===== config.mk =====
export PLATFORM = sky130hd
export DESIGN_NAME = adcc_top
export DESIGN_NICKNAME = d
export VERILOG_FILES = /design/src/adcc_pkg.sv /design/src/adcc_top.sv /design/src/adcc_clk_div.sv /design/src/adcc_fmt.sv
export SDC_FILE = /design/constraint.sdc
export NUM_CORES = 1
export LEC_CHECK = 0
export BUFFER_PORTS_ARGS = -buffer_cell sky130_fd_sc_hd__buf_2
export CORE_MARGIN = 3
export CORE_UTILIZATION = 51
export DETAILED_ROUTE_END_ITERATION = 16
export PLACE_DENSITY = 0.78
export SYNTH_ARGS = -nofsm -noshare
export SYNTH_HDL_FRONTEND = slang
export SYNTH_SLANG_ARGS = --single-unit

===== constraint.sdc =====
create_clock -name clk -period 2.1 [get_ports clk]
set_input_delay 0.21 -clock clk [delete_from_list [all_inputs] [get_ports clk]]
set_output_delay 0.21 -clock clk [all_outputs]
set_load 0.05 [all_outputs]

===== src/adcc_pkg.sv =====
// shared constants and types for the converter control block
package adcc_pkg;
	// ************************************************************
	// register indices (byte address is four times the index)
	// ************************************************************
	localparam logic [7:0]  IDX_STATUS_CTRL = 8'h57;
	localparam logic [7:0]  IDX_CLOCK_FMT   = 8'h58;
	localparam logic [7:0]  IDX_RESULT_HI   = 8'h59;
	localparam logic [7:0]  IDX_RESULT_LO   = 8'h5A;
	localparam logic [7:0]  IDX_SCAN_CTRL   = 8'h5E;
	localparam int          ADDR_W          = 12;
	// ************************************************************
	// status/control field positions
	// ************************************************************
	localparam int          SC_DONE_BIT     = 7;
	localparam int          SC_IRQEN_BIT    = 6;
	localparam int          SC_CONT_BIT     = 5;
	localparam int          SC_CHAN_LSB     = 0;
	localparam logic [4:0]  CHAN_RESET      = 5'h1F;
	localparam logic [4:0]  CHAN_POWER_OFF  = 5'h1F;
	localparam logic [4:0]  CHAN_LAST_PIN   = 5'h07;
	// ************************************************************
	// clock/format field positions
	// ************************************************************
	localparam int          CF_DIV_LSB      = 5;
	localparam int          CF_SRC_BIT      = 4;
	localparam int          CF_MODE_LSB     = 2;
	localparam logic [2:0]  DIV_RESET       = 3'h0;
	localparam logic        SRC_RESET       = 1'b0;
	// ************************************************************
	// scan control field positions
	// ************************************************************
	localparam int          SCAN_EN_BIT     = 2;
	localparam int          SCAN_CNT_LSB    = 0;
	// ************************************************************
	// justification modes
	// ************************************************************
	localparam logic [1:0]  MODE_TRUNC8     = 2'h0;
	localparam logic [1:0]  MODE_RIGHT      = 2'h1;
	localparam logic [1:0]  MODE_LEFT       = 2'h2;
	localparam logic [1:0]  MODE_LEFT_SIGN  = 2'h3;
	localparam logic [1:0]  MODE_RESET      = MODE_RIGHT;
	localparam logic [7:0]  RESULT_RESET    = 8'h00;
	// ************************************************************
	// conversion sequencer states
	// ************************************************************
	typedef enum logic [1:0] {
		ADCC_IDLE  = 2'b00,
		ADCC_ALIGN = 2'b01,
		ADCC_BUSY  = 2'b11
	} adcc_state_t;
endpackage : adcc_pkg


===== src/adcc_top.sv =====
// converter control, clocking and result registers behind apb
//
// How it works
// - done flag sets per conversion when irq off
// - control writes or low read clear flag
// - irq on: flag reads zero, irq raised
// - low result read or status write drops irq
// - continuous bit repeats conversions, else one
// - channel codes pick pins, ones power off
// - prescaler divides by 1,2,4,8,16
// - source bit picks bus or crystal
// - two-bit field picks justification, right default
// - truncated: low byte bits 9-2, no lock
// - right: two msbs high, eight low
// - left: eight msbs high, two low
// - signed left inverts result msb
// - high read locks, results dropped till low
// - control writes or reset release lock
// - status write starts aligned conversion unless it writes the power-off channel code
//
// Register access over APB is this design's own decision.
`timescale 1ns/1ps
`default_nettype none
module adcc_top (
	input  wire logic                          clk,
	input  wire logic                          reset,
	input  wire logic                          psel,
	input  wire logic                          penable,
	input  wire logic                          pwrite,
	input  wire logic [adcc_pkg::ADDR_W-1:0]   paddr,
	input  wire logic [31:0]                   pwdata,
	output logic      [31:0]                   prdata,
	output logic                               pready,
	output logic                               pslverr,
	input  wire logic                          crystal_clock,
	output logic                               conv_tick,
	output logic                               conv_start,
	output logic      [7:0]                    analog_pin_select,
	output logic                               converter_power_down,
	input  wire logic                          conv_done,
	input  wire logic [9:0]                    conv_result,
	output logic                               conv_irq
);
	// ************************************************************
	// registers
	// ************************************************************
	logic [4:0]            channel_select_field_ff;
	logic                  continuous_convert_bit_ff;
	logic                  completion_irq_enable_ff;
	logic                  conversion_done_flag_ff;
	logic                  irq_pending_ff;
	logic [2:0]            clock_divider_field_ff;
	logic                  clock_source_select_ff;
	logic [1:0]            justify_ff;
	logic [2:0]            scan_ff;
	logic [7:0]            result_high_byte_ff;
	logic [7:0]            result_low_byte_ff;
	logic                  lock_ff;
	logic                  start_ff;
	logic [31:0]           prdata_ff;
	adcc_pkg::adcc_state_t state_ff;
	adcc_pkg::adcc_state_t nxt_state;

	// ************************************************************
	// apb decode
	// ************************************************************
	wire logic [9:0]  word_idx;
	wire logic        setup_ph;
	wire logic        access_ph;
	wire logic        hit_sc;
	wire logic        hit_cf;
	wire logic        hit_rh;
	wire logic        hit_rl;
	wire logic        hit_scan;
	wire logic        mapped;
	wire logic        wr_sc;
	wire logic        wr_cf;
	wire logic        wr_scan;
	wire logic        rd_rh;
	wire logic        rd_rl;
	wire logic [7:0]  wb;
	wire logic [7:0]  rd_byte;
	wire logic [7:0]  sc_view;
	wire logic [7:0]  cf_view;
	wire logic [7:0]  rh_view;

	assign word_idx  = paddr[adcc_pkg::ADDR_W-1:2];
	assign setup_ph  = psel & ~penable;
	assign access_ph = psel & penable;
	assign hit_sc    = word_idx == {2'h0, adcc_pkg::IDX_STATUS_CTRL};
	assign hit_cf    = word_idx == {2'h0, adcc_pkg::IDX_CLOCK_FMT};
	assign hit_rh    = word_idx == {2'h0, adcc_pkg::IDX_RESULT_HI};
	assign hit_rl    = word_idx == {2'h0, adcc_pkg::IDX_RESULT_LO};
	assign hit_scan  = word_idx == {2'h0, adcc_pkg::IDX_SCAN_CTRL};
	assign mapped    = (hit_sc | hit_cf | hit_rh | hit_rl | hit_scan)
		& (paddr[1:0] == 2'h0);
	assign wr_sc     = access_ph & pwrite & mapped & hit_sc;
	assign wr_cf     = access_ph & pwrite & mapped & hit_cf;
	assign wr_scan   = access_ph & pwrite & mapped & hit_scan;
	assign rd_rh     = access_ph & ~pwrite & mapped & hit_rh;
	assign rd_rl     = access_ph & ~pwrite & mapped & hit_rl;
	assign wb        = pwdata[7:0];

	assign pready    = access_ph;
	assign pslverr   = access_ph & ~mapped;
	assign prdata    = prdata_ff;

	// status view: done flag hidden while irq enabled
	assign sc_view = {conversion_done_flag_ff & ~completion_irq_enable_ff,
		completion_irq_enable_ff, continuous_convert_bit_ff,
		channel_select_field_ff};
	assign cf_view = {clock_divider_field_ff, clock_source_select_ff,
		justify_ff, 2'h0};
	// high byte reads zero while truncated mode is selected
	assign rh_view = (justify_ff == adcc_pkg::MODE_TRUNC8) ? 8'h00
		: result_high_byte_ff;

	assign rd_byte = ~mapped ? 8'h00 :
		hit_sc ? sc_view :
		hit_cf ? cf_view :
		hit_rh ? rh_view :
		hit_rl ? result_low_byte_ff :
		{5'h00, scan_ff};

	// ************************************************************
	// converter clock and channel
	// ************************************************************
	wire logic       powered_off;
	wire logic [7:0] pin_onehot;

	adcc_clk_div u_clk_div (
		.clk                 (clk),
		.reset               (reset),
		.crystal_clock       (crystal_clock),
		.clock_source_select (clock_source_select_ff),
		.clock_divider_field (clock_divider_field_ff),
		.conv_tick           (conv_tick)
	);

	assign powered_off = channel_select_field_ff == adcc_pkg::CHAN_POWER_OFF;
	assign pin_onehot  = 8'h01 << channel_select_field_ff[2:0];
	assign analog_pin_select = (channel_select_field_ff
		<= adcc_pkg::CHAN_LAST_PIN) ? pin_onehot : 8'h00;
	assign converter_power_down = powered_off;

	// ************************************************************
	// conversion sequencer
	// ************************************************************
	wire logic again;
	assign again = conv_done & continuous_convert_bit_ff & ~powered_off;
	assign conv_start = start_ff;

	always_comb begin
		nxt_state = state_ff;
		case (state_ff)
			adcc_pkg::ADCC_IDLE: begin
				if (wr_sc & (wb[4:0] != adcc_pkg::CHAN_POWER_OFF))
					nxt_state = adcc_pkg::ADCC_ALIGN;
			end
			adcc_pkg::ADCC_ALIGN: begin
				if (powered_off)
					nxt_state = adcc_pkg::ADCC_IDLE;
				else if (conv_tick)
					nxt_state = adcc_pkg::ADCC_BUSY;
			end
			adcc_pkg::ADCC_BUSY: begin
				if (wr_sc)
					nxt_state = adcc_pkg::ADCC_ALIGN;
				else if (powered_off)
					nxt_state = adcc_pkg::ADCC_IDLE;
				else if (conv_done)
					nxt_state = again ? adcc_pkg::ADCC_ALIGN
						: adcc_pkg::ADCC_IDLE;
			end
			default: nxt_state = adcc_pkg::ADCC_IDLE;
		endcase
	end

	always_ff @(posedge clk) begin
		if (reset) begin
			state_ff <= adcc_pkg::ADCC_IDLE;
			start_ff <= 1'b0;
		end else begin
			state_ff <= nxt_state;
			start_ff <= (state_ff == adcc_pkg::ADCC_ALIGN) & conv_tick
				& ~powered_off;
		end
	end

	// ************************************************************
	// result capture and interlock
	// ************************************************************
	wire logic [7:0] fmt_hi;
	wire logic [7:0] fmt_lo;
	wire logic       is_trunc;
	wire logic       take_result;
	wire logic       lock_clear;

	adcc_fmt u_fmt (
		.justify_mode (justify_ff),
		.result       (conv_result),
		.hi_byte      (fmt_hi),
		.lo_byte      (fmt_lo)
	);

	assign is_trunc    = justify_ff == adcc_pkg::MODE_TRUNC8;
	assign take_result = conv_done & (state_ff == adcc_pkg::ADCC_BUSY)
		& (~lock_ff | is_trunc);
	assign lock_clear  = rd_rl | wr_sc | wr_cf;

	always_ff @(posedge clk) begin
		if (reset) begin
			result_high_byte_ff <= adcc_pkg::RESULT_RESET;
			result_low_byte_ff  <= adcc_pkg::RESULT_RESET;
			lock_ff             <= 1'b0;
		end else begin
			if (take_result) begin
				result_high_byte_ff <= fmt_hi;
				result_low_byte_ff  <= fmt_lo;
			end
			if (lock_clear)
				lock_ff <= 1'b0;
			else if (rd_rh & ~is_trunc)
				lock_ff <= 1'b1;
		end
	end

	// ************************************************************
	// done flag and interrupt
	// ************************************************************
	wire logic done_evt;
	assign done_evt = conv_done & (state_ff == adcc_pkg::ADCC_BUSY);
	assign conv_irq = irq_pending_ff;

	always_ff @(posedge clk) begin
		if (reset) begin
			conversion_done_flag_ff <= 1'b0;
			irq_pending_ff          <= 1'b0;
		end else begin
			if (done_evt & ~completion_irq_enable_ff)
				conversion_done_flag_ff <= 1'b1;
			else if (wr_sc | wr_cf | rd_rl | completion_irq_enable_ff)
				conversion_done_flag_ff <= 1'b0;
			if (done_evt & completion_irq_enable_ff)
				irq_pending_ff <= 1'b1;
			else if (rd_rl | wr_sc | ~completion_irq_enable_ff)
				irq_pending_ff <= 1'b0;
		end
	end

	// ************************************************************
	// control registers and read data
	// ************************************************************
	always_ff @(posedge clk) begin
		if (reset) begin
			channel_select_field_ff   <= adcc_pkg::CHAN_RESET;
			continuous_convert_bit_ff <= 1'b0;
			completion_irq_enable_ff  <= 1'b0;
			clock_divider_field_ff    <= adcc_pkg::DIV_RESET;
			clock_source_select_ff    <= adcc_pkg::SRC_RESET;
			justify_ff                <= adcc_pkg::MODE_RESET;
			scan_ff                   <= 3'h0;
			prdata_ff                 <= 32'h0000_0000;
		end else begin
			if (wr_sc) begin
				completion_irq_enable_ff  <= wb[adcc_pkg::SC_IRQEN_BIT];
				continuous_convert_bit_ff <= wb[adcc_pkg::SC_CONT_BIT];
				channel_select_field_ff   <=
					wb[adcc_pkg::SC_CHAN_LSB +: 5];
			end
			if (wr_cf) begin
				clock_divider_field_ff <= wb[adcc_pkg::CF_DIV_LSB +: 3];
				clock_source_select_ff <= wb[adcc_pkg::CF_SRC_BIT];
				justify_ff <= wb[adcc_pkg::CF_MODE_LSB +: 2];
			end
			if (wr_scan)
				scan_ff <= wb[adcc_pkg::SCAN_CNT_LSB +: 3];
			if (setup_ph & ~pwrite)
				prdata_ff <= {24'h00_0000, rd_byte};
		end
	end
endmodule : adcc_top
`default_nettype wire


===== src/adcc_clk_div.sv =====
// converter clock tick generator with source select and prescaler
`timescale 1ns/1ps
`default_nettype none
module adcc_clk_div (
	input  wire logic       clk,
	input  wire logic       reset,
	input  wire logic       crystal_clock,
	input  wire logic       clock_source_select,
	input  wire logic [2:0] clock_divider_field,
	output logic            conv_tick
);
	// ************************************************************
	// prescaler decode
	// ************************************************************
	function automatic logic [3:0] div_last(input logic [2:0] code);
		logic [3:0] r;
		r = 4'hF;
		if (code == 3'h0) r = 4'h0;
		else if (code == 3'h1) r = 4'h1;
		else if (code == 3'h2) r = 4'h3;
		else if (code == 3'h3) r = 4'h7;
		return r;
	endfunction : div_last

	logic [1:0] xsync_ff;
	logic       xprev_ff;
	logic [3:0] cnt_ff;
	logic       tick_ff;
	wire logic  xtal_rise;
	wire logic  in_tick;
	wire logic  at_last;
	wire logic [3:0] nxt_cnt;
	wire logic [3:0] last;

	// ************************************************************
	// input clock edge and divide
	// ************************************************************
	assign xtal_rise = xsync_ff[1] & ~xprev_ff;
	assign in_tick   = clock_source_select ? 1'b1 : xtal_rise;
	assign last      = div_last(clock_divider_field);
	assign at_last   = cnt_ff >= last;
	assign nxt_cnt   = at_last ? 4'h0 : cnt_ff + 4'h1;
	assign conv_tick = tick_ff;

	always_ff @(posedge clk) begin
		if (reset) begin
			xsync_ff <= 2'h0;
			xprev_ff <= 1'b0;
			cnt_ff   <= 4'h0;
			tick_ff  <= 1'b0;
		end else begin
			xsync_ff <= {xsync_ff[0], crystal_clock};
			xprev_ff <= xsync_ff[1];
			tick_ff  <= in_tick & at_last;
			if (in_tick)
				cnt_ff <= nxt_cnt;
		end
	end
endmodule : adcc_clk_div
`default_nettype wire


===== src/adcc_fmt.sv =====
// result justification into high and low bytes
`timescale 1ns/1ps
`default_nettype none
module adcc_fmt (
	input  wire logic [1:0] justify_mode,
	input  wire logic [9:0] result,
	output logic      [7:0] hi_byte,
	output logic      [7:0] lo_byte
);
	// ************************************************************
	// placement per mode
	// ************************************************************
	wire logic is_trunc;
	wire logic is_right;
	wire logic is_sign;
	assign is_trunc = justify_mode == adcc_pkg::MODE_TRUNC8;
	assign is_right = justify_mode == adcc_pkg::MODE_RIGHT;
	assign is_sign  = justify_mode == adcc_pkg::MODE_LEFT_SIGN;

	assign hi_byte = is_trunc ? 8'h00 :
		is_right ? {6'h00, result[9:8]} :
		{result[9] ^ is_sign, result[8:2]};
	assign lo_byte = is_trunc ? result[9:2] :
		is_right ? result[7:0] :
		{result[1:0], 6'h00};
endmodule : adcc_fmt
`default_nettype wire


# Word-level counts from Yosys, hierarchy flattened
# Cells that the tools add are included.
totals:
  ff_bits: 54
  inputBits: 61
  out_inout_bits: 46
  word_cells: 124
op_classes:
  add_sub_neg: 1
  n_lt_le_gt_ge: 2
  eq_ne: 17
  shift: 1
  muxes: 29
  bitwise: 47
  n_reduce_logical: 8
op_table:
  columns: ["operator", "n"]
  rows:
  - ["$mux W8", 11]
  - ["$eq A10 B7 Y1 const B", 5]
  - ["$and A1 B1 Y1", 27]
  - ["$mux W4", 5]
  - ["$mux W2", 6]
  - ["$or A1 B1 Y1", 11]
  - ["$not A1 Y1", 8]
  - ["$shl A1 B3 Y8 const A", 1]
  - ["$eq A3 B2 Y1 const B", 2]
  - ["$logic_not A2 Y1", 3]
  - ["$mux W1", 6]
  - ["$pmux W2 S3", 1]
  - ["$eq A5 B5 Y1 const B", 1]
  - ["$le A5 B3 Y1 const B", 1]
  - ["$ne A5 B5 Y1 const B", 1]
  - ["$add A4 B1 Y4 const B", 1]
  - ["$eq A2 B1 Y1 const B", 2]
  - ["$eq A2 B2 Y1 const B", 2]
  - ["$ge A4 B4 Y1", 1]
  - ["$ne A4 B4 Y1 const B", 1]
  - ["$reduce_bool A2 Y1", 2]
  - ["$eq A3 B1 Y1 const B", 1]
  - ["$logic_not A3 Y1", 1]
  - ["$ne A3 B2 Y1 const B", 1]
  - ["other kinds (4)", 4]

# Longest topological paths before layout
# Gate-level depths: netlist of run 1.
depth:
  word_depth: 13
  mapped_depth: 8

# Cells and area by module
# A second synthesis of run 1 with hierarchy kept.
unflattened:
  cells_unflattened: 368
  area_unflattened_um2: 3069.2
by_module_without_submodules:
  columns: ["module", "instances", "cells_per_inst", "area_per_inst_um2", "seq_area_each_um2"]
  rows:
  - ["adcc_top", 1, 289, 2398.6, 920.9]
  - ["adcc_clk_div", 1, 48, 442.9, 160.2]
  - ["adcc_fmt", 1, 31, 227.7, 0.0]

# Least setup slack after synthesis of run 1
# Ideal clock, no wire load.
synth_path:
  path_kind: "register -> output"
  from: "register channel_select_field_ff[2]"
  to: "output analog_pin_select[0]"
  arrival_ns: 1.792
  required_ns: 1.890
  slack_ns: 0.098
  path_stages_with_launch: 3
  path_buffers: 0
  path_cell_list: "dfxtp_1 or3_1 nor3_1"
synth_between:
  elab_chain_len: 2
  elab_cells_between_ends: 3
  cone_classes: "order compare (1); shift (1); mux (1)"
synth_rtl:
  columns: ["item", "line", "rtl"]
  rows:
  - ["start, declared", "adcc_top.sv:47", "logic [4:0] channel_select_field_ff;"]
  - ["start signal, assigned", "adcc_top.sv:256", "channel_select_field_ff <= adcc_pkg::CHAN_RESET;"]
  - ["start signal, assigned", "adcc_top.sv:268", "channel_select_field_ff <="]
  - ["$le A5 B3 Y1 / $shl A1 B3 Y8 (equally long branches)", "adcc_top.sv:143, adcc_top.sv:141", null]
  - ["$mux W8 (*)", "adcc_top.sv:143", "<= adcc_pkg::CHAN_LAST_PIN) ? pin_onehot : 8'h00;"]
  - ["end, declared", "adcc_top.sv:38", "output logic [7:0] analog_pin_select,"]
# Mark *: on every way between the ends. The rest lies on a longest branch, timed or not.

# Worst setup path after layout of run 1
layout_path:
  from: "register clock_divider_field_ff[0]"
  to: "register u_clk_div.cnt_ff[1]"
layout_between:
  elab_chain_len: 7
  elab_cells_between_ends: 10
  cone_classes: "order compare (1); eq/ne (3); mux (5); reduce/logical (1)"
layout_rtl:
  columns: ["item", "line", "rtl"]
  rows:
  - ["start, declared", "adcc_top.sv:52", "logic [2:0] clock_divider_field_ff;"]
  - ["start signal, assigned", "adcc_top.sv:259", "clock_divider_field_ff <= adcc_pkg::DIV_RESET;"]
  - ["start signal, assigned", "adcc_top.sv:272", "clock_divider_field_ff <= wb[adcc_pkg::CF_DIV_LSB +: 3];"]
  - ["$eq A3 B2 Y1", "adcc_clk_div.sv:21", "else if (code == 3'h3) r = 4'h7;"]
  - ["$mux W4", "adcc_clk_div.sv:21", null]
  - ["$mux W4", "adcc_clk_div.sv:20", "else if (code == 3'h2) r = 4'h3;"]
  - ["$mux W4", "adcc_clk_div.sv:19", "else if (code == 3'h1) r = 4'h1;"]
  - ["$mux W4 (*)", "adcc_clk_div.sv:18", "if (code == 3'h0) r = 4'h0;"]
  - ["$ge A4 B4 Y1 (*)", "adcc_clk_div.sv:41", "assign at_last = cnt_ff >= last;"]
  - ["$mux W4 (*)", "adcc_clk_div.sv:42", "assign nxt_cnt = at_last ? 4'h0 : cnt_ff + 4'h1;"]
  - ["end signal, assigned", "adcc_clk_div.sv:56", "cnt_ff <= nxt_cnt;"]
  - ["end, declared", "adcc_clk_div.sv:27", "logic [3:0] cnt_ff;"]
# Marked as above.
# A chain may end at the register's enable or synchronous reset.

==> results of run 1 <==
-- registers in the layout, indices dropped and copies added (netlist names) --
signal	cells
u_clk_div.conv_tick	1
clock_divider_field_ff	3
conv_irq	1
conv_start	1
u_clk_div.xsync_ff	2
continuous_convert_bit_ff	1
completion_irq_enable_ff	1
result_high_byte_ff	8
lock_ff	1
state_ff	2
prdata	8
result_low_byte_ff	8
channel_select_field_ff	5
scan_ff	3
u_clk_div.cnt_ff	4
justify_ff	2
u_clk_div.xprev_ff	1
conversion_done_flag_ff	1
clock_source_select_ff	1
-- layer usage --
layer	share of wire, %	vias to the layer above	GRT usage, %
met5	0	-	0
met2	47	107	35.8
li1	-	1416	-
met4	1.0	0	4.39
met3	7.3	7	3.63
met1	45	1353	30.1
-- critical path, stage by stage (launching register included) --
cell and delay, ns:
dfxtp_2 0.35, or3_1 0.36, ha_1 0.27, nand2b_1 0.14, a21o_1 0.17, a21o_1 0.17
a21o_1 0.22, a211oi_1 0.24
-- through the flow --
stage / cell area (sq um) / setup slack [ns] / util (%)
6_report: 3600 / 0.0959 / 63.1
5_1_grt: 3600 / -0.0462 / 63.1
4_1_cts: 3580 / 0.0487 / 62.8
3_5_place_dp: 3460 / 0.0804 / 60.6
3_3_place_gp: 3460 / 0.149 / 60.6
2_1_floorplan: 3210 / 0.0976 / -
-- synth_stat cells (9+ instances only) --
master     n  area, sq um
nand2b_1   9         56.3
mux2i_1   19          190
nand3_1   10         50.1
buf_4     26          195
clkbuf_1  17         63.8
nand2_1   25         93.8
nor2b_1   10         62.6
nor3_1    14         70.1
nor2_1    41          154
dfxtp_1   54         1080
a21oi_1   25          125
-- cell type report --
class	instances	area (sq um)
fillers	523	2110
multi-input cells	289	1830
flip-flops and latches	54	1080
repair buffers	79	448
well taps	72	90.1
clock buffers	6	82.6
clock inverters	2	38.8
inverters	7	26.3
-- final timing paths --
kind	slack, ns	depth (start not counted)	end	startpoint
setup / recovery	0.1	7	u_clk_div.cnt_ff[1]	clock_divider_field_ff[0]
hold / removal	0.1	2	u_clk_div.xsync_ff[0]	crystal_clock
setup reg to reg	0.1	7	u_clk_div.cnt_ff[1]	clock_divider_field_ff[0]
hold reg to reg	0.45	1	u_clk_div.xsync_ff[1]	u_clk_div.xsync_ff[0]
-- cells by family (layout without fill, tap and decap cells) --
kind of cell / count (synthesis) / after routing / synth area share [%]
AO/OA/AOI/OAI: 82 / 82 / 18.4
flip-flops: 54 / 54 / 34.6
multiplexers: 19 / 19 / 6.08
XOR/XNOR: 4 / 4 / 1.12
adder cells (fa/ha/maj): 5 / 5 / 2.00
other: 1 / 24 / 0.120
AND/OR/NAND/NOR: 155 / 155 / 27.6
buffers and inverters: 54 / 94 / 10.1
-- power breakdown --
group | total (mW) | internal [mW] | switching (mW)
logic | 0.272 | 0.0718 | 0.200
clock network | 0.745 | 0.393 | 0.353
registers | 1.03 | 1.03 | 0.00266
==> reports/results.ini, run 1 <==
[cts]
cts_tree = done
clock_path_buffers = 2
clockRootBuffer = clkbuf_8
cts.sinks = 54
hold_buffers = 0
clk_pin_slew_worst_paths_ns = 0.10
htree_levels = 2
cts_buffers = 5
post_cts_buffers = 0
cts_repair_resize_count = 0
worstSkewPairLatency_ns = 0.32

[cells_and_area]
layout_common_cells = 58 x buf_2, 53 x dfxtp_1, 41 x nor2_1, 25 x a21oi_1, 25 x nand2_1
area_growth_pct = 15.1
drive_above_1_share_pct = 23.1
nets = 502
final_cells = 509
final_common_cell = buf_2
antennaDiodeCount = 0

[sta]
rsz0062_at_grt = true
hold_viol_final = 0
drv_slew = 0
hold_slack_ns = 0.0989
fmax_ghz = 0.499
fin_worst_skew_ns = 0.0174
fin_crit_ns = 2.00
totalNegativeSetupSlack_ns = 0
tightest_slew_ns = 0.700
min_period_over_period_pct = 95.4
relSlewSlack_pct = 53.3
setup_viol = 0

[die]
top_level_ports = 107
rows = 27
dieWidth_microns = 84.3
core_area_sq_um = 5710
start_util_pct = 54.8
dieArea_sq_um = 7110
die_h_microns = 84.3

[synthesis]
yosysSeqAreaShare_pct = 34.6
async_reset_ff_share_pct = 0
synthCells = 374
synth_ff_type = dfxtp_1
synth_area_per_cell_sq_um = 8.36
ys_seq_elements = 54
synth_cell_types = 66
netlist_area_sq_um = 3130
ys.warnings.count = 0
synth_edf_count = 0

[routing]
wire_per_inst_microns = 15.4
wl_mm = 7.83
drtIter0Drc = 266
ant_nets = 0
viasPerCell = 5.66
via_count = 2883
drc = 0
drt_pass1_iterations = 4

[pwr]
irDropWorstVdd_mv = 0.330
power.leakage_nw = 1.52
p_per_area_nw_per_um2 = 569
power_mw = 2.05

[outcome]
status = completed

[global_route]
grtUsageTotal_pct = 21.8
grt_pass1_wl_mm = 12.8
grt_pass1_vias = 2588
grt_overflow_total = 0
grt_max_degree = 38
antenna_found_initial = 0

[placement]
placedCellCount = 501
port_buffers = 58
dp_hpwl_mm = 5.99
place.gp.congestion = 0.915

[setup_path]
cp_data_required_time_ns = 2.33
path_max_fanout = 5
path_class = flop to flop
crit_path_end_kind = flop
startpoint_type = flop
cp.arrival_ns = 2.24

[flow_run]
cap_viol_max_count = 0

[min_path]
hp-class = input port to flop

(Power assumes the default switching activity.)
==> inputs of run 2 (changes only) <==
--- a/config.mk
+++ b/config.mk
@@ -5,11 +5,12 @@
 export SDC_FILE = /design/constraint.sdc
 export NUM_CORES = 1
 export LEC_CHECK = 0
+export ABC_AREA = 1
 export BUFFER_PORTS_ARGS = -buffer_cell sky130_fd_sc_hd__buf_2
 export CORE_MARGIN = 3
-export CORE_UTILIZATION = 51
+export CORE_UTILIZATION = 50
 export DETAILED_ROUTE_END_ITERATION = 16
-export PLACE_DENSITY = 0.78
+export PLACE_DENSITY = 0.77
 export SYNTH_ARGS = -nofsm -noshare
 export SYNTH_HDL_FRONTEND = slang
 export SYNTH_SLANG_ARGS = --single-unit
==> run 2 against run 1 <==
Effect of this change: critical path type unchanged; sequential cell count unchanged; critical path depth decreased by 1; sequential power about the same; area after synthesis decreased by 3.3%; maximum frequency increased by 9.3%; highest routed layer unchanged; global-route usage decreased by 1.1 points; sequential share of layout area increased by 1.6 points; worst hold slack improved by 0.0022 ns; utilization decreased by 2.8 points; die area decreased by 1.3%.
==> reports/results.ini, run 2 <==
[cells_and_area]
layout_common_cells = 74 x nand2_1, 58 x buf_2, 54 x dfxtp_1, 49 x nor2_1, 44 x inv_1
drive_above_1_share_pct = 21.2
final_cells = 548
nets = 541
fin_area_sq_um = 3420
final_common_cell = nand2_1
final_util_pct = 60.2
antennaDiodeCount = 0
area_growth_pct = 13.0

[die]
die_h_microns = 83.8
dieArea_sq_um = 7020
dieWidth_microns = 83.8
start_util_pct = 53.3
rows = 27
top_level_ports = 107
core_area_sq_um = 5680

[placement]
port_buffers = 58
pre_cts_slack_ns = 0.273
dp_hpwl_mm = 5.65
place.gp.congestion = 0.877
place_area_sq_um = 3300
placedCellCount = 540

[sta]
rsz0062_at_grt = false
min_period_over_period_pct = 87.3
setup_viol = 0
fin_worst_skew_ns = 0.0113
totalNegativeSetupSlack_ns = 0
fin_crit_ns = 1.83
relSlewSlack_pct = 64.2
fmax_ghz = 0.545
hold_slack_ns = 0.101
drv_slew = 0
tightest_slew_ns = 0.537
setup_ws_ns = 0.267
hold_viol_final = 0

[pwr]
irDropWorstVdd_mv = 0.293
power_mw = 2.01
p_sw_uw = 541
pwr-share-seq_pct = 51.3
combPwrFrac_pct = 11.5
p_per_area_nw_per_um2 = 587
power.leakage_nw = 1.61
clockPowerShare_pct = 37.2
p_int_mw = 1.46
p_sw_share_pct = 27.0

[synthesis]
synth_cell_types = 43
ys.warnings.count = 0
yosysSeqAreaShare_pct = 35.7
yosys.area.top_type = dfxtp_1
yosysMostFrequentCell = nand2_1
ys_seq_elements = 54
async_reset_ff_share_pct = 0
synth.area.top_cells = dfxtp_1 36%, nand2_1 9.2%, nor2_1 6.1%
synth_commonest_cells = 74 x nand2_1, 54 x dfxtp_1, 49 x nor2_1, 44 x inv_1, 27 x a21oi_1
synth_top_area_share_pct = 35.7
synth_ff_type = dfxtp_1
synth_area_per_cell_sq_um = 7.26
netlist_area_sq_um = 3030
synthCells = 417
synth_edf_count = 0

[min_path]
hp-class = input port to flop
min_to = u_clk_div.xsync_ff[0]
hold_path_startpoint = crystal_clock
hold_path_depth = 3

[global_route]
grt_max_degree = 35
grtUsageTotal_pct = 20.7
antenna_found_initial = 0
grt_pass1_wl_mm = 12.0
grt_pass1_vias = 2598
grt_overflow_total = 0

[cts]
cts.sinks = 54
hold_buffers = 0
clock_path_buffers = 2
clockRootBuffer = clkbuf_8
cts_tree = done
worstSkewPairLatency_ns = 0.32
post_cts_buffers = 0
clk_pin_slew_worst_paths_ns = 0.10
cts_buffers = 5
cts_repair_resize_count = 0
htree_levels = 2

[routing]
wl_met2_mm = 3.37
top_layer = met4
drt_pass1_iterations = 4
drc = 0
wire_per_inst_microns = 13.4
ant_nets = 0
wl_mm = 7.33
drtIter0Drc = 195
viasPerCell = 5.24
wl_met1_mm = 3.39
wl_met3_microns = 416
via_count = 2872

[setup_path]
r2r_setup_slack_ns = 0.27
cp.arrival_ns = 2.02
cp_data_required_time_ns = 2.29
r2r_cells = 6
path_max_fanout = 14
startpoint_type = flop
worstReg2RegEnd = result_low_byte_ff[1]
path_class = flop to flop
regToRegStartpoint = justify_ff[1]
crit_path_end_kind = flop

[outcome]
status = completed

[flow_run]
cap_viol_max_count = 0

-- run 2: how the worst max path moves through the flow --
| stage | from | endpoint |
|---|---|---|
| 3_3_place_gp | paddr[9] | state_ff[0] |
| 4_1_cts | clock_divider_field_ff[2] | u_clk_div.cnt_ff[2] |
| 6_report | justify_ff[1] | result_low_byte_ff[1] |
| 5_1_grt | clock_divider_field_ff[2] | u_clk_div.cnt_ff[2] |
| 3_5_place_dp | paddr[9] | state_ff[0] |
| 2_1_floorplan | paddr[9] | pslverr |
-- run 2: critical path, cell delays in order (launching register included) --
cell	delay, ns
dfxtp_1	0.43
nor2_1	0.30
inv_1	0.09
a21oi_2	0.15
inv_1	0.22
a221oi_1	0.43
a211oi_1	0.08
-- run 2: power by group through the flow --
stage	Sequential, mW	Clock [mW]	Combinational [mW]
after floorplan	1.05	0	0.198
after global placement	1.05	0	0.227
after detailed placement	1.05	0	0.229
after CTS	1.03	0.758	0.229
after global routing	1.03	0.808	0.248
final	1.03	0.746	0.231
-- run 2: area by class of cell --
type,instances,area (sq um)
Fill cell,538,2260
Multi-Input combinational cell,301,1610
Sequential cell,54,1080
Timing Repair Buffer,62,320
Inverter,51,191
Tap cell,72,90.1
Clock buffer,6,82.6
Clock inverter,2,38.8
-- run 2: metal layers --
metal	GRT usage [%]	vias up
met3	3.65	14
li1	-	1457
met1	27.8	1307
met2	33.3	94
met4	7.16	0
met5	0	-
-- run 2: cells by family (layout without fill, tap and decap cells) --
group,count (synthesis),after routing,share of synthesized area (%)
AOI/OAI and AO/OA,87,87,17.7
xor gates and xnor gates,3,3,0.869
adders and majority gates,5,5,2.07
buffers and inverters,85,121,13.8
DFF,54,54,35.7
muxes,1,1,0.331
other,1,24,0.124
and+or+nand+nor,181,181,29.4
==> inputs of run 3 (changes only) <==
--- a/config.mk
+++ b/config.mk
@@ -7,6 +7,7 @@
 export LEC_CHECK = 0
 export ABC_AREA = 1
 export BUFFER_PORTS_ARGS = -buffer_cell sky130_fd_sc_hd__buf_2
+export CORE_ASPECT_RATIO = 0.7
 export CORE_MARGIN = 3
 export CORE_UTILIZATION = 50
 export DETAILED_ROUTE_END_ITERATION = 16
==> run 3 against run 2 <==
Effect of this change: critical path type unchanged; highest routed layer unchanged; die area increased by 0.22%; combinational power about the same; global-route usage increased by 1.4 points.
==> reports/results.ini, run 3 (synthesized netlist as in run 2, its figures left out) <==
[outcome]
status = completed

[setup_path]
worstReg2RegEnd = u_clk_div.cnt_ff[3]
r2r_setup_slack_ns = 0.20
critPathLaunch = clock_divider_field_ff[2]
cp_data_required_time_ns = 2.35
cp.arrival_ns = 2.15
path_class = flop to flop
startpoint_type = flop
path_max_fanout = 4
regToRegStartpoint = clock_divider_field_ff[2]
crit_path_end_kind = flop
r2r_cells = 10

[die]
die_h_microns = 71.1
rows = 23
start_util_pct = 52.3
top_level_ports = 107
dieWidth_microns = 99.0
dieArea_sq_um = 7040
core_area_sq_um = 5780

[cts]
cts_tree = done
cts.sinks = 54
clockRootBuffer = clkbuf_8
worstSkewPairLatency_ns = 0.32
htree_levels = 2
post_cts_buffers = 0
cts_buffers = 5
hold_buffers = 0
clk_pin_slew_worst_paths_ns = 0.10
cts_repair_resize_count = 0
clock_path_buffers = 2

[routing]
wl_mm = 7.55
ant_nets = 0
drtIter0Drc = 219
wire_per_inst_microns = 13.7
viasPerCell = 5.26
via_count = 2897
drc = 0
drt_pass1_iterations = 5

[global_route]
grt_max_degree = 35
grt_overflow_total = 0
grtUsageTotal_pct = 22.1
antenna_found_initial = 0
grt_pass1_vias = 2625
grt_pass1_wl_mm = 12.5

[cells_and_area]
nFillCells = 552
nets = 541
multiInputGateArea_sq_um = 1610
area_growth_pct = 12.4
regArea_sq_um = 1080
antennaDiodeCount = 0
final_util_pct = 58.8
drive_above_1_share_pct = 21.2
final_common_cell = nand2_1
layout_common_cells = 74 x nand2_1, 58 x buf_2, 54 x dfxtp_1, 49 x nor2_1, 44 x inv_1

[sta]
hold_viol_final = 0
tightest_slew_ns = 0.557
rsz0062_at_grt = false
fmax_ghz = 0.527
fin_crit_ns = 1.90
setup_viol = 0
fin_worst_skew_ns = 0.00435
totalNegativeSetupSlack_ns = 0
relSlewSlack_pct = 62.8
min_period_over_period_pct = 90.3
drv_slew = 0

[flow_run]
cap_viol_max_count = 0

[min_path]
hold_path_startpoint = crystal_clock
hold_path_depth = 3
hp-class = input port to flop
min_to = u_clk_div.xsync_ff[0]

[pwr]
p_per_area_nw_per_um2 = 559
irDropWorstVdd_mv = 0.233
power.leakage_nw = 1.60

[placement]
place.gp.congestion = 0.901
port_buffers = 58
dp_hpwl_mm = 5.91

run 3: final cells by class:
class / count / area share, %
clock inverters: 2 / 0.478
well taps: 75 / 2.76
multi-input cells: 301 / 47.5
flip-flops and latches: 54 / 31.8
repair buffers: 62 / 9.42
clock buffers: 6 / 2.43
inverters: 51 / 5.63
run 3: worst max path at each step:
stage,depth (start not counted),slack [ns],endpoint
after detailed placement,10,0.24,u_clk_div.cnt_ff[3]
after global routing,10,0.004,u_clk_div.cnt_ff[3]
after CTS,10,0.20,u_clk_div.cnt_ff[3]
after floorplan,8,0.33,pslverr
after global placement,6,0.30,result_low_byte_ff[1]
final,10,0.20,u_clk_div.cnt_ff[3]
run 3: layer usage:
metal	wire length, microns	vias to the layer above	track usage, %	part of all wire, %
met5	0	-	0	0
met4	72	0	4.39	0.95
met3	763	10	5.12	10
met2	3190	120	33.4	42
met1	3520	1312	32.5	47
li1	-	1455	-	-
run 3: power by group:
part | total, mW | leakage (nW) | switching (mW) | internal, mW
clock | 0.639 | 0.0478 | 0.366 | 0.272
sequential | 1.03 | 0.436 | 0.00204 | 1.03
combinational | 0.233 | 1.12 | 0.188 | 0.0449
run 3: through the flow:
| step | power, mW | setup WS, ns | std cells | instance area [sq um] | hold WS (ns) |
|---|---|---|---|---|---|
| 2_1_floorplan | 1.25 | 0.334 | 440 | 3110 | 0.317 |
| 3_3_place_gp | 1.28 | 0.304 | 543 | 3300 | 0.391 |
| 6_report | 1.90 | 0.204 | 551 | 3400 | 0.0902 |
| 4_1_cts | 1.90 | 0.202 | 551 | 3400 | 0.0895 |
| 3_5_place_dp | 1.28 | 0.239 | 543 | 3300 | 0.408 |
| 5_1_grt | 1.97 | 0.00353 | 551 | 3400 | 0.0984 |
run 3: critical path, stage by stage, from the launching register on:
cell      delay (ns)
dfxtp_1         0.42
inv_1           0.10
nand2_1         0.08
ha_1            0.22
inv_1           0.05
a21boi_0        0.07
o21a_1          0.18
o21a_1          0.16
o21ai_0         0.26
nand2_1         0.17
nor2_1          0.13
